$ cat config.mk
export PLATFORM = sky130hd
export DESIGN_NAME = lpmkc_core
export DESIGN_NICKNAME = d
export VERILOG_FILES = /design/src/rtl/lpmkc_pkg.sv /design/src/rtl/lpmkc_core.sv
export SDC_FILE = /design/constraint.sdc
export NUM_CORES = 1
export LEC_CHECK = 0
export BUFFER_PORTS_ARGS = -buffer_cell sky130_fd_sc_hd__buf_2
export CAP_MARGIN = 20
export CORE_ASPECT_RATIO = 0.8
export CORE_MARGIN = 2
export CORE_UTILIZATION = 50
export CTS_CLUSTER_DIAMETER = 80
export DETAILED_ROUTE_END_ITERATION = 6
export HOLD_SLACK_MARGIN = 0.12
export PLACE_DENSITY = 0.89
export SLEW_MARGIN = 40
export SYNTH_ARGS = -nofsm -noshare
export SYNTH_HDL_FRONTEND = slang
export SYNTH_SLANG_ARGS = --single-unit
$ cat constraint.sdc
create_clock -name clk_i -period 5.8 [get_ports clk_i]
set_input_delay 0.58 -clock clk_i [delete_from_list [all_inputs] [get_ports clk_i]]
set_output_delay 0.58 -clock clk_i [all_outputs]
set_load 0.01 [all_outputs]
$ cat src/rtl/lpmkc_pkg.sv
package lpmkc_pkg;

  // ************************************************************
  // Register map (word offsets as byte addresses)
  // ************************************************************
  localparam logic [7:0] ADR_CTRL     = 8'h00;
  localparam logic [7:0] ADR_KEY_CTRL = 8'h04;
  localparam logic [7:0] ADR_KEY_RTC  = 8'h08;
  localparam logic [7:0] ADR_RTC_ALRM = 8'h0c;

  // ************************************************************
  // Control register field positions
  // ************************************************************
  localparam int POS_MODE     = 0;
  localparam int POS_CLOCK_SOURCE_SELECT     = 2;
  localparam int POS_TIMER_EVENT_STATUS    = 3;
  localparam int POS_TIMER_EXPIRED_STATUS    = 4;
  localparam int POS_CSR      = 5;
  localparam int POS_LOCK_LOSS_RESET_ENABLE    = 6;
  localparam int POS_FORCE_BUS_PULLDOWN    = 7;
  localparam int POS_LOW_GEAR_DIVIDER     = 8;
  localparam int POS_HIGH_GEAR_DIVIDER     = 12;
  localparam int POS_GEAR_HI  = 16;
  localparam int POS_KEY_OPEN = 0;

  // ************************************************************
  // Key mechanism and reset values
  // ************************************************************
  localparam logic [31:0] KEY_OPEN_VAL   = 32'h55ccaa33;
  localparam logic        KEY_CTRL_RST   = 1'b1;
  localparam logic        KEY_RTC_RST    = 1'b0;
  localparam logic [1:0]  MODE_NORMAL    = 2'h0;
  localparam logic [1:0]  MODE_DOZE      = 2'h1;
  localparam logic [1:0]  MODE_SLEEP     = 2'h2;
  localparam logic [1:0]  MODE_DEEP      = 2'h3;
  localparam logic        TIMER_EXPIRED_STATUS_RST      = 1'b1;
  localparam logic [2:0]  DIV_RST        = 3'h0;

  // ************************************************************
  // Wake-up timing
  // ************************************************************
  localparam int CLK_MHZ         = 100;
  localparam int ASYNC_WAKE_NS   = 30;
  localparam int ASYNC_WAKE_CYC  = (ASYNC_WAKE_NS * CLK_MHZ + 999) / 1000;
  localparam int DEEP_WAKE_REF   = 500;
  localparam int DEEP_WAKE_REF11 = 1000;

  typedef enum logic [1:0] {
    LPMKC_PM_NORMAL,
    LPMKC_PM_DOZE,
    LPMKC_PM_SLEEP,
    LPMKC_PM_DEEP
  } lpmkc_pm_t;

endpackage : lpmkc_pkg

$ cat src/rtl/lpmkc_core.sv
// Our own choices: the Wishbone slave port and the address map.
`timescale 1ns/1ns
// Notes on behaviour
// - Low-power mode writes accepted only in normal mode, ignored in doze.
// - Enabled asynchronous interrupt clears mode to normal, keeps clock source.
// - Async wake: controller wake request, or enabled timer-class events.
// - Async wake reaches normal high within three to four cycles.
// - Controller wake request is level sensitive, held until cause cleared.
// - Timer events set status; set status counts as pending async wake.
// - Synchronous interrupt reaches normal high two to four clocks later.
// - With clock source set, normal/doze toggle between low and high gear.
// - Normal low goes high on pending interrupt with power bit clear.
// - Without switch-up conditions, clear async status, return to low gear.
// - Doze exits to normal high on any pending controller interrupt.
// - Deep sleep keeps PLL off; wakes within 500 or 1000 input clocks.
// - Enabled timer-class event sets the timer-expired status.
// - Hard reset with expired bit and pin clear sets both.
// - Checkstop resets when enabled and debug off at reset; else ignored.
// - With debug enabled at reset, checkstop enters debug, no reset.
// - Lock loss asserts hard reset only when its enable is set.
// - Force pulldown in sleep or deep sleep zeroes address and data pins.
// - Expired pin follows status; software writing one negates it.
// - Per-register keys; magic value opens, other values lock; RTC starts locked.
// - Mode 00 normal, 01 doze, 10 sleep, 11 deep or power-down by status.
// - Expired status clears only on a software write of one.
// - Timer event status reset clear, set by timers, cleared by write one.
// - Clock source clear selects high divider, set selects low divider in low gear.
module lpmkc_core #(
  parameter int unsigned BUS_PINS = 32
) (
  input  wire logic                clk_i,
  input  wire logic                rst_i,
  input  wire logic                por_i,
  // Wishbone classic slave
  input  wire logic                cyc_i,
  input  wire logic                stb_i,
  input  wire logic                we_i,
  input  wire logic [7:0]          adr_i,
  input  wire logic [3:0]          sel_i,
  input  wire logic [31:0]         dat_i,
  output      logic [31:0]         dat_o,
  output      logic                ack_o,
  // Wake, clock, reset and debug inputs
  input  wire logic                ic_wake_i,
  input  wire logic                ic_pend_i,
  input  wire logic                msr_power_mgmt_bit_i,
  input  wire logic                timer_evt_i,
  input  wire logic                timer_en_i,
  input  wire logic                ref_clk_en_i,
  input  wire logic                pll_1to1_i,
  input  wire logic                pll_lock_loss_i,
  input  wire logic                checkstop_i,
  input  wire logic                debug_strap_i,
  // Outputs
  output      logic                timer_expired_pin_o,
  output      logic                pll_enable_o,
  output      logic                gear_high_o,
  output      logic [2:0]          divider_o,
  output      logic [1:0]          power_mode_o,
  output      logic                clocks_run_o,
  output      logic                hard_reset_req_o,
  output      logic                debug_enter_o,
  output      logic                machine_check_o,
  output      logic                wake_timeout_o,
  output      logic [BUS_PINS-1:0] bus_pin_val_o,
  output      logic [BUS_PINS-1:0] bus_pin_oe_n_o
);

  if (BUS_PINS < 1 || BUS_PINS > 64) begin : g_pins_bad
    $error("BUS_PINS out of range");
  end

  // ************************************************************
  // Input synchronisers
  // ************************************************************
  logic [4:0] sync1_r;
  logic [4:0] sync2_r;
  always_ff @(posedge clk_i) begin
    sync1_r <= {ic_wake_i, ic_pend_i, timer_evt_i, pll_lock_loss_i,
                checkstop_i};
    sync2_r <= sync1_r;
  end
  wire logic ic_wake_s  = sync2_r[4];
  wire logic ic_pend_s  = sync2_r[3];
  wire logic timer_s    = sync2_r[2];
  wire logic lockloss_s = sync2_r[1];
  wire logic chkstop_s  = sync2_r[0];

  logic timer_d_r;
  always_ff @(posedge clk_i) begin
    timer_d_r <= timer_s;
  end
  wire logic timer_evt = timer_s & ~timer_d_r & timer_en_i;

  // ************************************************************
  // Register state
  // ************************************************************
  logic [1:0] mode_r;
  logic       clock_source_select_r;
  logic       timer_event_status_r;
  logic       timer_expired_status_r;
  logic       csr_r;
  logic       lock_loss_reset_enable_r;
  logic       force_bus_pulldown_r;
  logic [2:0] low_gear_divider_r;
  logic [2:0] high_gear_divider_r;
  logic       gear_hi_r;
  logic       key_ctrl_r;
  logic       key_rtc_r;
  logic [31:0] rtc_alrm_r;
  logic       debug_r;
  logic       ack_r;
  logic       mchk_r;
  logic [31:0] dat_r;

  // ************************************************************
  // Bus decode
  // ************************************************************
  wire logic req      = cyc_i & stb_i & ~ack_r;
  wire logic wr       = req & we_i;
  wire logic hit_ctrl = adr_i == lpmkc_pkg::ADR_CTRL;
  wire logic hit_kc   = adr_i == lpmkc_pkg::ADR_KEY_CTRL;
  wire logic hit_kr   = adr_i == lpmkc_pkg::ADR_KEY_RTC;
  wire logic hit_alrm = adr_i == lpmkc_pkg::ADR_RTC_ALRM;
  wire logic wr_kc    = wr & hit_kc & (sel_i == 4'hf);
  wire logic wr_kr    = wr & hit_kr & (sel_i == 4'hf);
  wire logic wr_ctrl  = wr & hit_ctrl & key_ctrl_r & sel_i[0];
  wire logic wr_ctrl1 = wr & hit_ctrl & key_ctrl_r & sel_i[1];
  wire logic wr_alrm  = wr & hit_alrm & key_rtc_r;
  wire logic locked   = wr & ((hit_ctrl & ~key_ctrl_r)
                              | (hit_alrm & ~key_rtc_r));
  wire logic key_val  = dat_i == lpmkc_pkg::KEY_OPEN_VAL;

  // Low-power mode writes only land in normal mode
  wire logic mode_wr_ok = wr_ctrl & (mode_r == lpmkc_pkg::MODE_NORMAL);
  wire logic [1:0] mode_wd = dat_i[lpmkc_pkg::POS_MODE +: 2];

  // ************************************************************
  // Wake logic
  // ************************************************************
  // Timer status stays a pending wake until software clears it
  wire logic async_wake = ic_wake_s | timer_event_status_r;
  wire logic sync_wake  = ic_pend_s & ~msr_power_mgmt_bit_i;
  wire logic in_low     = mode_r == lpmkc_pkg::MODE_NORMAL ||
                          mode_r == lpmkc_pkg::MODE_DOZE;
  // Power-down (expired status clear) waits for hard reset instead
  wire logic deep_wait  = (mode_r == lpmkc_pkg::MODE_DEEP) & timer_expired_status_r;

  // Deep sleep restart counts reference ticks while PLL relocks
  logic [9:0] deep_cnt_r;
  logic       deep_wake_r;
  wire logic [9:0] deep_lim = pll_1to1_i ?
      10'(lpmkc_pkg::DEEP_WAKE_REF11) : 10'(lpmkc_pkg::DEEP_WAKE_REF);
  wire logic deep_done = deep_wake_r & ref_clk_en_i &
                         (deep_cnt_r == deep_lim - 10'h1);

  wire logic timer_event_status_clr = wr_ctrl & dat_i[lpmkc_pkg::POS_TIMER_EVENT_STATUS];
  wire logic timer_expired_status_clr = wr_ctrl & dat_i[lpmkc_pkg::POS_TIMER_EXPIRED_STATUS];
  wire logic clr_async = clock_source_select_r & ~async_wake & ~sync_wake &
                         ~gear_hi_r;

  // ************************************************************
  // Sequential state
  // ************************************************************
  always_ff @(posedge clk_i) begin
    if (rst_i) begin
      mode_r     <= lpmkc_pkg::MODE_NORMAL;
      clock_source_select_r     <= 1'b0;
      csr_r      <= 1'b0;
      lock_loss_reset_enable_r    <= 1'b0;
      force_bus_pulldown_r    <= 1'b0;
      low_gear_divider_r     <= lpmkc_pkg::DIV_RST;
      high_gear_divider_r     <= lpmkc_pkg::DIV_RST;
      gear_hi_r  <= 1'b1;
      deep_cnt_r <= 10'h0;
      deep_wake_r <= 1'b0;
    end else begin
      if (wr_ctrl) begin
        clock_source_select_r  <= dat_i[lpmkc_pkg::POS_CLOCK_SOURCE_SELECT];
        csr_r   <= dat_i[lpmkc_pkg::POS_CSR];
        lock_loss_reset_enable_r <= dat_i[lpmkc_pkg::POS_LOCK_LOSS_RESET_ENABLE];
        force_bus_pulldown_r <= dat_i[lpmkc_pkg::POS_FORCE_BUS_PULLDOWN];
      end
      if (wr_ctrl1) begin
        low_gear_divider_r <= dat_i[lpmkc_pkg::POS_LOW_GEAR_DIVIDER +: 3];
        high_gear_divider_r <= dat_i[lpmkc_pkg::POS_HIGH_GEAR_DIVIDER +: 3];
      end
      // Async wake returns to normal, clock source untouched
      if (async_wake && mode_r != lpmkc_pkg::MODE_DEEP) begin
        mode_r    <= lpmkc_pkg::MODE_NORMAL;
        gear_hi_r <= 1'b1;
      end else if (mode_r == lpmkc_pkg::MODE_DOZE && ic_pend_s) begin
        mode_r    <= lpmkc_pkg::MODE_NORMAL;
        gear_hi_r <= 1'b1;
      end else if (deep_done) begin
        mode_r      <= lpmkc_pkg::MODE_NORMAL;
        gear_hi_r   <= 1'b1;
        deep_wake_r <= 1'b0;
      end else if (mode_wr_ok) begin
        mode_r <= mode_wd;
      end else if (in_low && clock_source_select_r) begin
        gear_hi_r <= sync_wake;
      end else if (!clock_source_select_r) begin
        gear_hi_r <= 1'b1;
      end
      // Arm once only, so the clear on completion is not overridden
      if (deep_wait && !deep_wake_r && (ic_wake_s || timer_evt)) begin
        deep_wake_r <= 1'b1;
      end
      if (!deep_wake_r) begin
        deep_cnt_r <= 10'h0;
      end else if (ref_clk_en_i) begin
        deep_cnt_r <= deep_cnt_r + 10'h1;
      end
    end
  end

  // Status bits: hardware set wins over software clear
  always_ff @(posedge clk_i) begin
    if (rst_i) begin
      timer_event_status_r <= 1'b0;
    end else if (timer_evt) begin
      timer_event_status_r <= 1'b1;
    end else if (timer_event_status_clr || clr_async) begin
      timer_event_status_r <= 1'b0;
    end
  end

  // Timer-expired bit survives hard reset by being set, not cleared
  always_ff @(posedge clk_i) begin
    if (rst_i) begin
      timer_expired_status_r <= lpmkc_pkg::TIMER_EXPIRED_STATUS_RST;
    end else if (timer_evt) begin
      timer_expired_status_r <= 1'b1;
    end else if (timer_expired_status_clr) begin
      timer_expired_status_r <= 1'b0;
    end
  end

  // Keys live on the keep-alive rail: only power-on resets them
  always_ff @(posedge clk_i) begin
    if (por_i) begin
      key_ctrl_r <= lpmkc_pkg::KEY_CTRL_RST;
      key_rtc_r  <= lpmkc_pkg::KEY_RTC_RST;
      rtc_alrm_r <= 32'h0;
    end else begin
      if (wr_kc) begin
        key_ctrl_r <= key_val;
      end
      if (wr_kr) begin
        key_rtc_r <= key_val;
      end
      if (wr_alrm) begin
        rtc_alrm_r <= dat_i;
      end
    end
  end

  // Debug strap captured by clock at reset
  always_ff @(posedge clk_i) begin
    if (rst_i) begin
      debug_r <= debug_strap_i;
    end
  end

  // ************************************************************
  // Bus answer: one registered ack per request, a clock after the strobe
  // ************************************************************
  wire logic [31:0] ctrl_rd = {15'h0, gear_hi_r, 1'b0, high_gear_divider_r, 1'b0, low_gear_divider_r,
                               force_bus_pulldown_r, lock_loss_reset_enable_r, csr_r, timer_expired_status_r, timer_event_status_r,
                               clock_source_select_r, mode_r};
  wire logic [31:0] rd_mux =
      hit_ctrl ? ctrl_rd :
      hit_kc   ? {31'h0, key_ctrl_r} :
      hit_kr   ? {31'h0, key_rtc_r} :
      hit_alrm ? rtc_alrm_r : 32'h0;

  always_ff @(posedge clk_i) begin
    if (rst_i) begin
      ack_r  <= 1'b0;
      mchk_r <= 1'b0;
      dat_r  <= 32'h0;
    end else begin
      ack_r  <= req;
      mchk_r <= locked;
      if (req && !we_i) begin
        dat_r <= rd_mux;
      end
    end
  end

  // ************************************************************
  // Outputs
  // ************************************************************
  wire logic sleepish = mode_r == lpmkc_pkg::MODE_SLEEP ||
                        (mode_r == lpmkc_pkg::MODE_DEEP && timer_expired_status_r);
  wire logic pdrive   = force_bus_pulldown_r & sleepish;

  assign dat_o               = dat_r;
  assign ack_o               = ack_r;
  assign machine_check_o     = mchk_r;
  assign timer_expired_pin_o = timer_expired_status_r;
  assign power_mode_o        = mode_r;
  assign pll_enable_o        = mode_r != lpmkc_pkg::MODE_DEEP;
  assign clocks_run_o        = in_low;
  assign gear_high_o         = gear_hi_r | ~clock_source_select_r;
  assign divider_o           = gear_high_o ? high_gear_divider_r : low_gear_divider_r;
  assign hard_reset_req_o    = (chkstop_s & csr_r & ~debug_r)
                             | (lockloss_s & lock_loss_reset_enable_r);
  assign debug_enter_o       = chkstop_s & debug_r;
  assign wake_timeout_o      = deep_wake_r;
  assign bus_pin_val_o       = '0;
  assign bus_pin_oe_n_o      = {BUS_PINS{~pdrive}};

  // ************************************************************
  // Checks
  // ************************************************************
  a_doze_write_ignored: assert property (@(posedge clk_i) disable iff (rst_i)
    (mode_r == lpmkc_pkg::MODE_DOZE && wr && hit_ctrl && !async_wake
     && !ic_pend_s) |=> mode_r == lpmkc_pkg::MODE_DOZE)
    else $error("mode changed by write in doze");
  // A software write in the same cycle may still set the clock source
  wire logic clock_source_select_wd = dat_i[lpmkc_pkg::POS_CLOCK_SOURCE_SELECT];
  a_async_wake_normal: assert property (@(posedge clk_i) disable iff (rst_i)
    (async_wake && mode_r != lpmkc_pkg::MODE_DEEP) |=>
      mode_r == lpmkc_pkg::MODE_NORMAL &&
      clock_source_select_r == ($past(wr_ctrl) ? $past(clock_source_select_wd) : $past(clock_source_select_r)))
    else $error("async wake did not restore normal");
  a_wake_latency: assert property (@(posedge clk_i) disable iff (rst_i)
    $rose(ic_wake_s) && mode_r == lpmkc_pkg::MODE_SLEEP |->
      ##[1:2] mode_r == lpmkc_pkg::MODE_NORMAL)
    else $error("async wake too slow");
  a_timer_event_status_set_wins: assert property (@(posedge clk_i) disable iff (rst_i)
    timer_evt |=> timer_event_status_r && timer_expired_status_r)
    else $error("timer event lost");
  a_timer_expired_status_zero_write: assert property (@(posedge clk_i) disable iff (rst_i)
    timer_expired_status_r && !timer_expired_status_clr |=> timer_expired_status_r)
    else $error("expired status cleared without write of one");
  a_lock_discards: assert property (@(posedge clk_i) disable iff (rst_i)
    locked && hit_alrm |=> $stable(rtc_alrm_r) && mchk_r)
    else $error("locked write not discarded");
  a_pulldown_mode: assert property (@(posedge clk_i) disable iff (rst_i)
    bus_pin_oe_n_o == '0 |-> force_bus_pulldown_r && mode_r[1])
    else $error("pulldown outside sleep");
  a_lock_loss_reset_enable_reset: assert property (@(posedge clk_i) disable iff (rst_i)
    !lock_loss_reset_enable_r && !chkstop_s |-> !hard_reset_req_o)
    else $error("reset without enable");
  a_pin_tracks: assert property (@(posedge clk_i) disable iff (rst_i)
    timer_expired_status_clr && !timer_evt |=> !timer_expired_pin_o)
    else $error("pin not negated");

endmodule : lpmkc_core

==> run_results.csv <==
group,metric,value,unit
sta,period_minus_slack,2.309,ns
clock_network,cts_root_buffer,"clkbuf_16",
placed_design,pre_cts_ws,3.158,ns
sta,finalMaxSlewViolations,0,
sta,period_share,39.81,%
die,die_w,111.4,um
drt,viasPerCell,5.368,
worst_setup_path,crit_required,5.22,ns
final_layout,nFillCells,764,
drt,ant_nets,0,
drt,post_drt_wl_per_cell,15.21,um
worst_setup_path,cp_top_family,"simple AND/OR/NAND/NOR gates",
worst_setup_path,criticalPathCategory,"reg2out",
sta,rsz0062_at_grt,"no",
clock_network,h-tree-depth,3,
clock_network,clk_path_buf_depth,2,
logic_synthesis,post_synth_main_area_contributors,"dfxtp_1 (46%), buf_4 (10%), nand2_1 (6.7%)",
logic_synthesis,ys.warnings.count,0,
drt,drc,0,
clock_network,ctsResizeCount,0,
logic_synthesis,synthCells,528,
min_path,hp-class,"reg2reg",
final_layout,layout_commonest_cell,"buf_2",
logic_synthesis,synth.top_cell.area_share,45.54,%
final_layout,areaGrowthSynthToFinish,15.53,%
clock_network,cts_made_buffers,9,
die,dieHeight,89.94,um
sta,finalClockSkew,0.007021,ns
worst_setup_path,worstPathArrival,1.73,ns
final_layout,nNetsFinal,681,
sta,tns,0,ns
final_layout,layout_common_cells,"buf_2 (137), dfxtp_1 (105), nand2_1 (83)",
final_layout,register_area,0.002132,mm^2
pwr,finalPower,1437,uW
worst_setup_path,worst-path-buf-inv,1,
final_layout,post-route-util,59.26,%
clock_network,clk_pin_slew,0.07,ns
clock_network,cts_setup_buffers,0,
sta,fmax,433.1,MHz
grt,grt_pass1_wl,18.03,mm
pwr,p_leak,0.002104,uW
logic_synthesis,synth-seq-area-share,46.19,%
pwr,p_per_area,269.5,mW/mm^2
logic_synthesis,yosys.cell_types.count,56,
die,num_rows,31,
grt,antenna_found_initial,0,
placed_design,gp_congestion,0.8376,
sta,worst_slack,3.491,ns
die,initial_core_util,51.29,%
logic_synthesis,synth_area_leader_cell,"dfxtp_1",
logic_synthesis,synth_edf_count,1,
drt,firstDrtPassIters,5,
worst_setup_path,worstSetupStartpointType,"flop",
logic_synthesis,ys.flop_type,"dfxtp_1",
worst_setup_path,path_cells,"nor2b_1 > mux2_2 > buf_2",
sta,hold_viol_final,0,
final_layout,final_cells,739,
clock_network,worstSkewPairLatency,0.34,ns
pwr,p_sw,316.2,uW
sta,slew_headroom,43.98,%
grt,grt_overflow_total,0,
drt,drt-total-wl,11.24,mm
logic_synthesis,synth_area,0.004616,mm^2
pwr,pwr-share-clk,43.8,%
pwr,p_int,1121,uW
sta,setup_viol,0,
grt,grt_util_all_layers,22.03,%
worst_setup_path,cp_slowest_cell,"nor2b_1",
worst_setup_path,slowest_delay,0.46,ns
grt,grt_pass1_vias,3768,
sta,worstMarginPinSlew,0.8403,ns
pwr,vdd_drop_max,204.9,uV
clock_network,holdBufCountCts,0,
placed_design,dp.final_hpwl,7.951,mm
pwr,seq_power_share,51.2,%
die,die-area,0.01002,mm^2
logic_synthesis,async_flop_share,0,%
pwr,combPwrFrac,5.0,%
drt,via_count,3967,
worst_setup_path,crit_path_end_kind,"output pin",
logic_synthesis,synth.avg_cell_area,8.742,um^2
job,drv_cap,0,
die,ios,170,
logic_synthesis,synth-seq-cells,106,
clock_network,cts_num_sinks,106,
final_layout,multi_input_area,0.001943,mm^2
clock_network,tritoncts,"yes",
final_layout,antennaDiodeCount,0,
grt,grt_max_degree,40,
pwr,switching_share,22.01,%
drt,drtIter0Drc,240,
outcome,status,"finished, final reports clean",
final_layout,layout-drive-gt1-share,27.56,%
placed_design,dp.cells,723,
die,core_region_area,0.008999,mm^2
placed_design,io_buffers,137,
worst_setup_path,crit_fanout,5,
[registers in the layout, indices dropped and copies added, names as in the netlist, 2 cells and up]
name / cells
dat_o: 32
deep_cnt_r: 10
high_gear_divider_r: 3
low_gear_divider_r: 3
power_mode_o: 2
rtc_alrm_r: 32
sync1_r: 5
sync2_r: 5
[power groups by stage]
stage               clock network [uW]  registers (uW)  logic [uW]
finish                             630             736        71.4
global placement                     0             753        67.3
detailed placement                   0             753        69.3
CTS                                645             736        69.7
floorplan                            0             752        51.4
global route                       674             736        77.2
[cells by family (layout without fill, tap and decap cells)]
logic type	count (synthesis)	count (layout)	synth area share, %
simple gates	188	188	20.98
buf+inv	113	178	14.64
other cells	1	32	0.08124
xor+xnor	8	8	1.518
mux	13	13	3.172
fa+ha+maj	1	1	0.2710
compound gates	98	98	13.15
flops	106	106	46.19
[Yosys cell counts, types with 7 or more instances]
cell      instances
dfxtp_1         105
nand2_1          83
buf_4            63
nor2_1           42
a21oi_1          37
a22oi_1          31
clkbuf_1         21
inv_1            21
nand4_1          12
o21ai_1          10
mux2i_1           9
o21ai_0           7
[cell type report]
class                   instances  area share (%)
flip-flops and latches        106           39.98
multi-input cells             340           36.44
repair buffers                142           13.56
clock buffers                  11           4.763
well taps                     115           2.698
inverters                      21           1.478
clock inverters                 4           1.079
[worst paths after layout]
kind	slack [ns]	cells after the start	end	startpoint
setup reg to reg	3.63	4	power_mode_o[1]	deep_cnt_r[2]
hold reg to reg	0.33	0	sync2_r[3]	sync1_r[3]
hold / removal	0.33	0	sync2_r[3]	sync1_r[3]
setup / recovery	3.49	3	divider_o[2]	clock_source_select_r
[metal layers]
layer  global-route usage [%]  share of wire [%]  vias to the layer above
li1                         -                  -                     1896
met1                    29.24                 44                     1846
met2                    33.84                 45                      191
met3                    5.125                7.4                       34
met4                    10.91                3.2                        0
met5                        0                  0                        -
[worst register-to-register path: stages (launching register included)]
cell       delay (ns)
dfxtp_1          0.37
or4b_2           0.67
a2111oi_0        0.71
a211o_1          0.26
nor2_1           0.06
[through the flow]
step	hold slack (ns)	area, um^2
after global placement	0.3104	4995
after floorplan	0.3096	4732
after detailed placement	0.3153	5007
after global routing	0.3206	5333
final	0.3297	5333
after CTS	0.3270	5319
(Power assumes the default switching activity.)
